File: src/shared/csi_map.svh
// register offsets, field positions and reset values of the card socket interrupt block
`ifndef CSI_MAP_SVH
`define CSI_MAP_SVH

`define CSI_OFS_CTRL        8'h03
`define CSI_OFS_FLAGS       8'h04
`define CSI_OFS_CFG         8'h05
`define CSI_OFS_GLOBAL      8'h1e

`define CSI_CTRL_RING_BIT   7
`define CSI_CTRL_RESET_BIT  6
`define CSI_CTRL_KIND_BIT   5
`define CSI_CTRL_PCI_BIT    4

`define CSI_CFG_DETECT_BIT  3
`define CSI_CFG_READY_BIT   2
`define CSI_CFG_BATLOW_BIT  1
`define CSI_CFG_BATTERY_DEAD_FLAG_BIT 0

`define CSI_GLOBAL_WR1C_BIT 2

`define CSI_RESET_BYTE      8'h00
`define CSI_ROUTE_SMI       4'h2

`endif

File: src/shared/csi_pkg.sv
// types of the card socket interrupt block
package csi_pkg;

    typedef struct packed {
        logic       sel;
        logic       wr;
        logic       rd;
        logic [7:0] addr;
        logic [7:0] wdata;
    } csi_req_t;

    typedef struct packed {
        logic       detect_one_n;
        logic       detect_two_n;
        logic       ready;
        logic       battery_one;
        logic       battery_two;
        logic       status_change_n;
    } csi_card_t;

    typedef struct packed {
        logic [15:0] irq;
        logic        smi;
        logic        pci;
    } csi_route_t;

endpackage

File: src/core/csi_irq_status_control.sv
// card socket interrupt routing, general control and status-change flags
`timescale 1ns/1ps
`include "csi_map.svh"

module csi_irq_status_control
    import csi_pkg::*;
(
    // clock and reset
    input  wire logic       mclk,
    input  wire logic       nrst,
    // host register port
    input  wire csi_req_t   req,
    output csi_route_t      func_route,
    output csi_route_t      change_route,
    output logic [7:0]      rdata,
    // card side
    input  wire csi_card_t  card,
    input  wire logic       card_func_irq,
    output logic            card_reset,
    output logic            ring_out
);

    // ------------------------------------------------------------
    // decode
    // ------------------------------------------------------------
    // one host target per nonzero code; 0010 is the management line
    function automatic csi_route_t route_of(input logic [3:0] code, input logic active);
        csi_route_t r;
        r = '0;
        if (active && code == `CSI_ROUTE_SMI) begin
            r.smi = 1'b1;
        end else if (active && code != 4'h0) begin
            r.irq[code] = 1'b1;
        end
        return r;
    endfunction

    // write strobe of one register offset
    function automatic logic write_hit(input csi_req_t q, input logic [7:0] offset);
        return q.sel && q.wr && q.addr == offset;
    endfunction

    // read strobe of one offset; a write in the same access wins
    function automatic logic read_hit(input csi_req_t q, input logic [7:0] offset);
        return q.sel && q.rd && !q.wr && q.addr == offset;
    endfunction

    // ------------------------------------------------------------
    // host registers
    // ------------------------------------------------------------
    logic [7:0] ctrl;
    logic [7:0] cfg;
    logic [7:0] glob;
    logic [7:0] next_ctrl;
    logic [7:0] next_cfg;
    logic [7:0] next_glob;

    // config and global are plain storage; only their used bits act
    always_comb begin
        next_ctrl = ctrl;
        next_cfg  = cfg;
        next_glob = glob;
        if (write_hit(req, `CSI_OFS_CTRL)) begin
            next_ctrl = req.wdata;
        end
        if (write_hit(req, `CSI_OFS_CFG)) begin
            next_cfg = req.wdata;
        end
        if (write_hit(req, `CSI_OFS_GLOBAL)) begin
            next_glob = req.wdata;
        end
    end

    always_ff @(posedge mclk) begin
        if (!nrst) begin
            ctrl <= `CSI_RESET_BYTE;
            cfg  <= `CSI_RESET_BYTE;
            glob <= `CSI_RESET_BYTE;
        end else begin
            ctrl <= next_ctrl;
            cfg  <= next_cfg;
            glob <= next_glob;
        end
    end

    // ------------------------------------------------------------
    // control fields
    // ------------------------------------------------------------
    logic       io_kind;
    logic       ring_mode;
    logic       to_pci;
    logic [3:0] enables;

    always_comb begin
        io_kind   = ctrl[`CSI_CTRL_KIND_BIT];
        // the shared pin carries ring indicate on an I/O card only
        ring_mode = ctrl[`CSI_CTRL_RING_BIT] && io_kind;
        // a zero functional select forces the PCI route as well
        to_pci    = ctrl[`CSI_CTRL_PCI_BIT] || ctrl[3:0] == 4'h0;
        enables   = {cfg[`CSI_CFG_DETECT_BIT], cfg[`CSI_CFG_READY_BIT],
                     cfg[`CSI_CFG_BATLOW_BIT], cfg[`CSI_CFG_BATTERY_DEAD_FLAG_BIT]};
    end

    // ------------------------------------------------------------
    // card pin history
    // ------------------------------------------------------------
    csi_card_t card_q;
    csi_card_t next_card_q;

    always_comb begin
        next_card_q = card;
    end

    // reset loads the idle levels, so release does not look like an edge
    always_ff @(posedge mclk) begin
        if (!nrst) begin
            card_q <= '1;
        end else begin
            card_q <= next_card_q;
        end
    end

    // ------------------------------------------------------------
    // status-change flags
    // ------------------------------------------------------------
    logic [3:0] flags;
    logic [3:0] next_flags;
    logic [3:0] raw_events;
    logic [3:0] events;
    logic [3:0] clear;

    always_comb begin
        raw_events[3] = (card.detect_one_n != card_q.detect_one_n)
                     || (card.detect_two_n != card_q.detect_two_n);
        raw_events[2] = !io_kind && card.ready && !card_q.ready;
        // warning and dead are levels: the flag returns while they stand
        raw_events[1] = !io_kind && card.battery_one && !card.battery_two;
        if (ring_mode) begin
            raw_events[0] = !card.battery_one && card_q.battery_one;
        end else if (io_kind) begin
            raw_events[0] = !card.status_change_n && card_q.status_change_n;
        end else begin
            raw_events[0] = !card.battery_one;
        end
        events = raw_events & enables;
        // global bit 2 set means write one to clear, otherwise a read clears all
        if (glob[`CSI_GLOBAL_WR1C_BIT]) begin
            clear = write_hit(req, `CSI_OFS_FLAGS) ? req.wdata[3:0] : 4'h0;
        end else begin
            clear = read_hit(req, `CSI_OFS_FLAGS) ? 4'hf : 4'h0;
        end
        // an event in the clearing cycle survives, so no change is lost
        next_flags = ((flags & ~clear) | events) & enables;
        if (io_kind) begin
            next_flags[2:1] = 2'b00;
        end
    end

    always_ff @(posedge mclk) begin
        if (!nrst) begin
            flags <= 4'h0;
        end else begin
            flags <= next_flags;
        end
    end

    // ------------------------------------------------------------
    // read data
    // ------------------------------------------------------------
    logic [7:0] next_rdata;
    logic [3:0] shown;

    // read data stands until the next read, so a slow host may fetch it late
    always_comb begin
        shown      = flags & enables;
        next_rdata = rdata;
        if (req.sel && req.rd) begin
            unique case (req.addr)
                `CSI_OFS_CTRL:   next_rdata = ctrl;
                `CSI_OFS_FLAGS:  next_rdata = {4'h0, shown};
                `CSI_OFS_CFG:    next_rdata = cfg;
                `CSI_OFS_GLOBAL: next_rdata = glob;
                default:         next_rdata = 8'h00;
            endcase
        end
    end

    always_ff @(posedge mclk) begin
        if (!nrst) begin
            rdata <= 8'h00;
        end else begin
            rdata <= next_rdata;
        end
    end

    // ------------------------------------------------------------
    // routed interrupts and card pins
    // ------------------------------------------------------------
    logic       change_irq;
    csi_route_t next_func_route;
    csi_route_t next_change_route;
    logic       next_card_reset;
    logic       next_ring_out;

    always_comb begin
        // taken from the next flags, so the line moves with the flag edge
        change_irq            = |next_flags;
        next_change_route     = route_of(cfg[7:4], change_irq && !to_pci);
        next_change_route.pci = change_irq && to_pci;
        // functional interrupts exist on I/O cards only
        next_func_route = route_of(ctrl[3:0], card_func_irq && io_kind);
        next_card_reset = !ctrl[`CSI_CTRL_RESET_BIT];
        next_ring_out   = ring_mode && !card.battery_one;
    end

    always_ff @(posedge mclk) begin
        if (!nrst) begin
            func_route   <= '0;
            change_route <= '0;
            card_reset   <= 1'b1;
            ring_out     <= 1'b0;
        end else begin
            func_route   <= next_func_route;
            change_route <= next_change_route;
            card_reset   <= next_card_reset;
            ring_out     <= next_ring_out;
        end
    end

endmodule

File: config.mk
export PLATFORM = sky130hd
export DESIGN_NAME = csi_irq_status_control
export DESIGN_NICKNAME = d
export VERILOG_FILES = /design/src/shared/csi_pkg.sv /design/src/core/csi_irq_status_control.sv
export VERILOG_INCLUDE_DIRS = /design/src /design/src/shared
export SDC_FILE = /design/constraint.sdc
export NUM_CORES = 1
export LEC_CHECK = 0
export BUFFER_PORTS_ARGS = -buffer_cell sky130_fd_sc_hd__buf_4
export CAP_MARGIN = 20
export CORE_ASPECT_RATIO = 0.5
export CORE_UTILIZATION = 35
export CTS_CLUSTER_SIZE = 28
export DETAILED_ROUTE_END_ITERATION = 6
export GPL_ROUTABILITY_DRIVEN = 0
export PLACE_DENSITY_LB_ADDON = 0.2
export SLEW_MARGIN = 20
export SYNTH_ARGS = -nofsm -noshare
export SYNTH_HDL_FRONTEND = slang
export SYNTH_SLANG_ARGS = --single-unit
File: constraint.sdc
create_clock -name mclk -period 3.5 [get_ports mclk]
set_input_delay 0.175 -clock mclk [delete_from_list [all_inputs] [get_ports mclk]]
set_output_delay 0.175 -clock mclk [all_outputs]
set_load 0.05 [all_outputs]
== Yosys cells after proc, flatten, opt, wreduce, memory -nomap -nowiden ==
Cells that the tools add are included.
W data, S select, Z words.
Word-level totals
  flip-flop bits (word level): 79
  input port bits: 28
  output and inout bits: 46
  logic and storage cells: 93
Cells by class
  order comparisons: 4
  equality and inequality tests: 8
  mux-type cells: 13
  bitwise logic cells: 9
  reductions and logical operators: 41
Operator list (number)
  $pmux W8 S4: 1
  $logic_and A1 B1 Y1: 25
  $and A4 B4 Y4: 4
  $eq A8 B3 Y1 const B: 2
  $mux W4: 3
  $lt A4 B5 Y1 const B: 2
  $demux W1 S4: 2
  $eq A4 B2 Y1 const B: 2
  $eq A8 B2 Y1 const B: 1
  $eq A8 B5 Y1 const B: 1
  $ge A4 B1 Y1 const B: 2
  $logic_not A1 Y1: 8
  $reduce_bool A4 Y1: 2
  $mux W1: 6
  $reduce_or A3 Y1: 2
  $logic_not A4 Y1: 1
  $not A4 Y4: 1
  $or A4 B4 Y4: 1
  $reduce_or A4 Y1: 1
  $not A1 Y1: 3
  $logic_or A1 B1 Y1: 2
  $mux W2: 1
  $ne A1 B1 Y1: 2

== Longest topological paths before layout ==
Gate-level depths: netlist of run 1.
  depth in word-level cells: 15
  depth in mapped cells: 7
  mapped depth without buffers: 5

== Worst setup path before layout of run 1 ==
OpenSTA, ideal clock, no wires.
  kind: register to register
  start: register glob[2]
  end: register change_route[10] in the netlist's numbering
  setup time: 0.122 ns
  arrival: 1.890 ns
  required time: 3.378 ns
  slack: 1.489 ns
  stages on the path, launching flop included: 7
  buffers on the path: 1
  clock period less this slack: 2.011 ns
  path through: dfxtp_1 or3b_4 and3_1 o41a_1 o311ai_4 buf_6 a21oi_1
On the way
  cells in the longest elaborated chain, start to end: 11
  elaborated cells on any way between the ends: 12
  classes of those cells: mux: 2; bitwise: 5; reduce/logical: 5
RTL lines
  start, declared: RTL line csi_irq_status_control.sv:53  | logic [7:0] glob;
  start signal, assigned: RTL line csi_irq_status_control.sv:78  | glob <= `CSI_RESET_BYTE;
  start signal, assigned: RTL line csi_irq_status_control.sv:82  | glob <= next_glob;
  $mux W4 (*): RTL line csi_irq_status_control.sv:147  | if (glob[`CSI_GLOBAL_WR1C_BIT]) begin
  $not A4 Y4 (*): RTL line csi_irq_status_control.sv:153  | next_flags = ((flags & ~clear) | events) & enables;
  $and A4 B4 Y4 (*): RTL line csi_irq_status_control.sv:153
  $or A4 B4 Y4 (*): RTL line csi_irq_status_control.sv:153
  $and A4 B4 Y4 (*): RTL line csi_irq_status_control.sv:153
  $mux W2: RTL line csi_irq_status_control.sv:154  | if (io_kind) begin
  $reduce_or A4 Y1 (*): RTL line csi_irq_status_control.sv:207  | change_irq = |next_flags;
  $logic_and A1 B1 Y1 (*): RTL line csi_irq_status_control.sv:208  | next_change_route = route_of(cfg[7:4], change_irq && !to_pci);
  $logic_and A1 B1 Y1: RTL line csi_irq_status_control.sv:32  | end else if (active && code != 4'h0) begin
  $not A1 Y1 (no source line)
  $reduce_or A3 Y1 (no source line) (*)
  end signal, assigned: RTL line csi_irq_status_control.sv:224  | change_route <= next_change_route;
  end, declared: RTL line csi_irq_status_control.sv:14  | output csi_route_t change_route,
Every way passes the cells marked *; elsewhere a longest branch is shown, timed or not.
A chain may end at the register's enable or synchronous reset.

== Worst setup path in the final report of run 1 ==
  start: register glob[2]
  end: register change_route[6] in the netlist's numbering
Same word-level chain as after synthesis.

==> results of run 1 <==
-- cells by family (layout without fill, tap and decap cells) --
family	count (synthesis)	in the layout
DFF	78	78
AOI/OAI and AO/OA	57	57
muxes	24	24
other	1	5
xor gates and xnor gates	2	2
and+or+nand+nor	132	132
buffers and inverters	25	91
-- where the power goes --
group	switching, mW	internal [mW]
Clock	0.360	0.626
Combinational	0.0454	0.0355
Sequential	0.00177	0.894
-- Yosys cell counts, drive strengths merged (2+ instances only) --
cell | count | share of area (%)
nand3b | 3 | 0.72
xor2 | 2 | 0.56
a21o | 4 | 0.96
buf | 9 | 2.7
o21ai | 6 | 0.96
dfxtp | 78 | 50
nor2b | 26 | 5.2
a21boi | 7 | 1.7
and2 | 4 | 0.84
nor4 | 3 | 0.60
a22oi | 5 | 1.2
nor4b | 3 | 1.0
a22o | 3 | 0.84
nand4 | 4 | 0.80
and3 | 5 | 1.1
nand2b | 6 | 1.2
clkbuf | 12 | 1.4
and2b | 4 | 0.96
nor3 | 8 | 1.3
a211oi | 2 | 0.48
nand2 | 28 | 3.4
nor2 | 14 | 1.7
inv | 3 | 0.36
nor3b | 2 | 0.48
mux2i | 24 | 7.7
a21oi | 22 | 3.5
nand3 | 18 | 3.0
-- layout make-up --
class | count | share of cell area, %
multi-input combinational | 220 | 35.3
sequential | 78 | 39.2
inverter | 3 | 0.283
clock buffer | 9 | 5.66
timing repair buffer | 72 | 13.6
clock inverter | 7 | 2.45
tap | 112 | 3.52
-- cell usage in the layout (no fill, tap or decap), drive strengths merged, types with 4 or more instances in the layout --
cell    count
nor2       14
inv         4
buf        72
nor3        8
and2        4
nor2b      26
and3        5
conb        5
mux2i      24
and2b       4
a21o        4
dfxtp      78
a21boi      7
a21oi      22
o21ai       6
a22oi       5
nand2b      6
nand4       4
nand2      28
clkbuf      9
nand3      18
-- registers in the layout, indices dropped and copies added, names as in the netlist --
signal / flops
card_q: 5
card_reset: 1
cfg: 8
change_route: 18
ctrl: 8
flags: 4
func_route: 17
glob: 8
rdata: 8
ring_out: 1
-- metrics by stage --
step | power (mW) | hold slack [ns]
2_1_floorplan | 0.961 | 0.276
3_3_place_gp | 0.994 | 0.370
3_5_place_dp | 0.996 | 0.376
4_1_cts | 1.98 | 0.0232
5_1_grt | 2.04 | 0.0302
6_report | 1.96 | 0.0300
-- path summary, 6_finish.rpt --
check                             start               to  cells after the start
worst min register to register  ctrl[6]       card_reset                      1
worst max-delay path            glob[2]  change_route[6]                      5
worst max register to register  glob[2]  change_route[6]                      5
worst min-delay path            card[3]        card_q[3]                      2
-- layer usage --
metal / vias to the layer above / global-route usage, % / wire [um]
li1: 1244 / - / -
met5: - / 0 / 0
met3: 9 / 6.21 / 665
met2: 88 / 25.8 / 3110
met1: 1130 / 21.6 / 3430
met4: 0 / 7.02 / 100
-- worst reg2reg max path, stage by stage (launching register included) --
cell	delay [ns]
dfxtp_1	0.38
or3b_4	0.45
and3_1	0.18
o41a_1	0.46
o311ai_4	0.57
a21oi_1	0.14
==> impl_metrics.toml, run 1 <==
[run_status]
outcome = "finished clean"

[placed_design]
dp_slack_ns = 1.12
dp.cells = 485
portBuffers = 72
place_hpwl_mm = 5.36
dpl_cell_area_sq_mm = 0.00366

[power_and_ir_drop]
ir_drop_v = 0.000258
leakage_nw = 1.66
p_per_area_mw_per_mm2 = 493

[final_layout]
fin_area_sq_mm = 0.00398
drive_gt1_share_pct = 24.7
area_growth_pct = 27.4
instances_no_fill = 501
fill_cells = 781
final_nets = 412
multi_input_area_sq_mm = 0.00140
seqCellArea_sq_mm = 0.00156
final_util_pct = 47.8
antenna_cells = 0

[global_route]
grt_max_degree = 47
antenna_found_initial = 0
gr-usage-all-layers_pct = 16.9
overflow = 0
grt_pass1_wl_mm = 11.5
grt_pass1_vias = 2297

[floorplan]
start_util_pct = 37.6
die_x_um = 136
die_area_sq_mm = 0.00933
die_y_um = 68.8
ioPinCount = 74
coreArea_sq_mm = 0.00832
num_rows = 23

[sta]
setup_tns_ns = 0
relSlewSlack_pct = 57.8
grt_setup_unrepaired = "no"
setup_viol = 0
fin_ws_ns = 1.18
hold_viol = 0
slew_violations = 0
period_share_pct = 66.3
final.setup_skew_ns = 0.00417
worstMarginPinSlew_ns = 0.629
fmax_ghz = 0.431
min_period_ns = 2.32

[worst_setup_path]
r2r_slack_ns = 1.18
endpoint_kind = "flop"
cp.required_ns = 3.70
slowest_delay_ns = 0.56
critPathBufInv = 0
cpLargestDelayFamily = "compound AO/OA/AOI/OAI gates"
cp_max_fo = 14
crit_arrival_ns = 2.52
start_kind = "flop"
cp_slowest_cell = "o311ai_4"
crit_path_cell_trace = "or3b_4, and3_1, o41a_1, o311ai_4, a21oi_1"
critical_path_class = "flop to flop"

[drt]
routed_via_density = 4.93
vias = 2471
remaining_drc_errors = 0
antenna_left = 0
routedWlPerCell_um = 14.6
drtIter0Drc = 185
wl_mm = 7.31
firstDrtPassIters = 4

[synth]
synthArstFlopShare_pct = 0
yosysSeqAreaShare_pct = 50.0
synth_xor_area_share_pct = 0.561
synth_top_family_by_area = "simple AND/OR/NAND/NOR gates"
ys_warn_count = 0
synth_mux_area_share_pct = 7.69
postSynthCellCount = 319
syn_avg_cell_area_sq_um = 9.79
synth-compound-area-share_pct = 12.5
synth_edf_count = 0
ys_types = 47
synth-adder-area-share_pct = 0
synth-simple-area-share_pct = 23.5
ys.flop_type = "dfxtp_1"
synth-seq-cells = 78
synth_area_sq_mm = 0.00312

[clocking]
clkTransAtPathRegs_ns = 0.06
cts_resized = 0
cts_tree = "built"
post_cts_buffers = 0
cts_buffers = 9
clockBufferDepth = 2
cts_root_buffer = "clkbuf_16"
clock_sinks = 78
h-tree-depth = 3
ctsHoldBuffers = 0
clk_latency_ns = 0.33

[min_path]
min_path_type = "input pin to flop"

[job]
maxCapViolCount = 0
Note: power is estimated with default switching activity, not from simulation.
==> run 2: changes to the inputs <==
clock period = 1.91 ns   (was 3.5 ns; I/O delays follow)
==> run 2 against run 1 <==
Net effect: the run now ends with setup timing left; final area rose by 6.2%; clock power increased by 71%; wire length increased by 6.1%; non-clock buffer count rose by 30; sequential share of layout area down 2.3 points; critical path depth rose by 1; largest cell class unchanged; highest routed layer unchanged.
==> impl_metrics.toml, run 2 (synthesis results as in run 1) <==
[final_layout]
fin_area_sq_mm = 0.00423
fill_cells = 802
seqCellArea_sq_mm = 0.00156
drive_gt1_share_pct = 29.6
mostFrequentLayoutCells = "buf_4 (96), dfxtp_1 (77), nand2_1 (28)"
instances_no_fill = 531
largest_register_ffs = 18
area_growth_pct = 35.3
antenna_cells = 0
multi_input_area_sq_mm = 0.00142
top_register = "change_route"
final_common_cell = "buf_4"
final_nets = 442
reg.largest.list = "change_route x18, func_route x17"

[floorplan]
die_area_sq_mm = 0.00933
num_rows = 23
die_x_um = 136
start_util_pct = 37.6
ioPinCount = 74
coreArea_sq_mm = 0.00832
die_y_um = 68.8

[sta]
grt_setup_unrepaired = "yes"
period_share_pct = 104
whs_ns = 0.0277
hold_viol = 0
relSlewSlack_pct = 55.4
fin_ws_ns = -0.0767
setup_viol = 14
fmax_ghz = 0.503
slew_violations = 0
final.setup_skew_ns = 0.00651
min_period_ns = 1.99
worstMarginPinSlew_ns = 0.663

[placed_design]
place_hpwl_mm = 5.79
dp_slack_ns = -0.0702
portBuffers = 72
dpl_cell_area_sq_mm = 0.00386
dp.cells = 510

[drt]
firstDrtPassIters = 4
vias = 2592
antenna_left = 0
wl_mm = 7.75
routed_via_density = 4.88
drtIter0Drc = 188
remaining_drc_errors = 0
routedWlPerCell_um = 14.6

[clocking]
clkTransAtPathRegs_ns = 0.06
post_cts_buffers = 0
cts_buffers = 9
clockBufferDepth = 2
cts_root_buffer = "clkbuf_16"
clk_latency_ns = 0.33
h-tree-depth = 3
clock_sinks = 78
cts_tree = "built"

[worst_setup_path]
cp_slowest_cell = "or3b_4"
endpoint_kind = "flop"
crit_path_start = "glob[2]"
cp_max_fo = 14
critical_path_class = "flop to flop"
cp.required_ns = 2.10
r2r_cells = 6
crit_path_cell_trace = "or3b_4, and3_4, o41a_1, o311ai_4, buf_12, a21oi_1"
slowest_delay_ns = 0.41
crit_arrival_ns = 2.18
start_kind = "flop"
r2r_start = "glob[2]"

[global_route]
grt_pass1_wl_mm = 12.2
grt_max_degree = 33
gr-usage-all-layers_pct = 17.8
overflow = 0
antenna_found_initial = 0
grt_pass1_vias = 2401

[power_and_ir_drop]
leakage_nw = 1.81
p_per_area_mw_per_mm2 = 829
ir_drop_v = 0.000379

[run_status]
outcome = "finished, violations left"
violations = "setup timing"

[min_path]
min_from = "nrst"
min_path_type = "input pin to flop"
hold_depth = 2

[job]
maxCapViolCount = 0
## run 2: critical path: cells and delay by family (launching register included)
family	cells	cell delay (ns)
AO/OA/AOI/OAI	3	0.76
AND/OR/NAND/NOR	2	0.59
flip-flops	1	0.31
buffers and inverters	1	0.18
## run 2: repair_timing
action | 4_1_cts | 5_1_grt
resized for setup | 0 | 3
endpoints found under the setup margin | 15 | 16
endpoints found under the hold margin | 5 | 0
pin swaps | 0 | 1
hold buffers | 5 | 0
## run 2: stage by stage
step	power (mW)	util (%)	TNS [ns]
finish	3.50	50.8	-0.873
global route	3.63	50.8	-1.82
CTS	3.55	50.6	-0.599
detailed placement	1.84	46.4	-0.808
global placement	1.84	46.4	-0.197
floorplan	1.76	-	0
## run 2: final timing paths
kind                           end  slack (ns)
setup reg to reg  change_route[10]       -0.08
hold reg to reg         card_reset        0.42
hold / removal          card_reset        0.03
setup / recovery  change_route[10]       -0.08
## run 2: area by class of cell
type	count	area share, %
inverters	3	0.267
repair buffers	102	18.7
flip-flops and latches	78	37.0
clock buffers	11	5.74
clock inverters	5	1.36
well taps	112	3.32
multi-input cells	220	33.6
## run 2: where the power goes
group	total (mW)	leakage, nW	internal (mW)	switching, mW
Sequential	1.64	0.632	1.64	0.00288
Combinational	0.172	1.03	0.0820	0.0897
Clock	1.69	0.150	1.05	0.642
## run 2: layer usage
metal	vias up	global-route usage, %	wire, um	part of all wire [%]
li1	1297	-	-	-
met1	1176	23.8	3600	46
met2	110	26.9	3360	43
met3	9	5.56	686	8.9
met4	0	7.30	105	1.4
met5	-	0	0	0
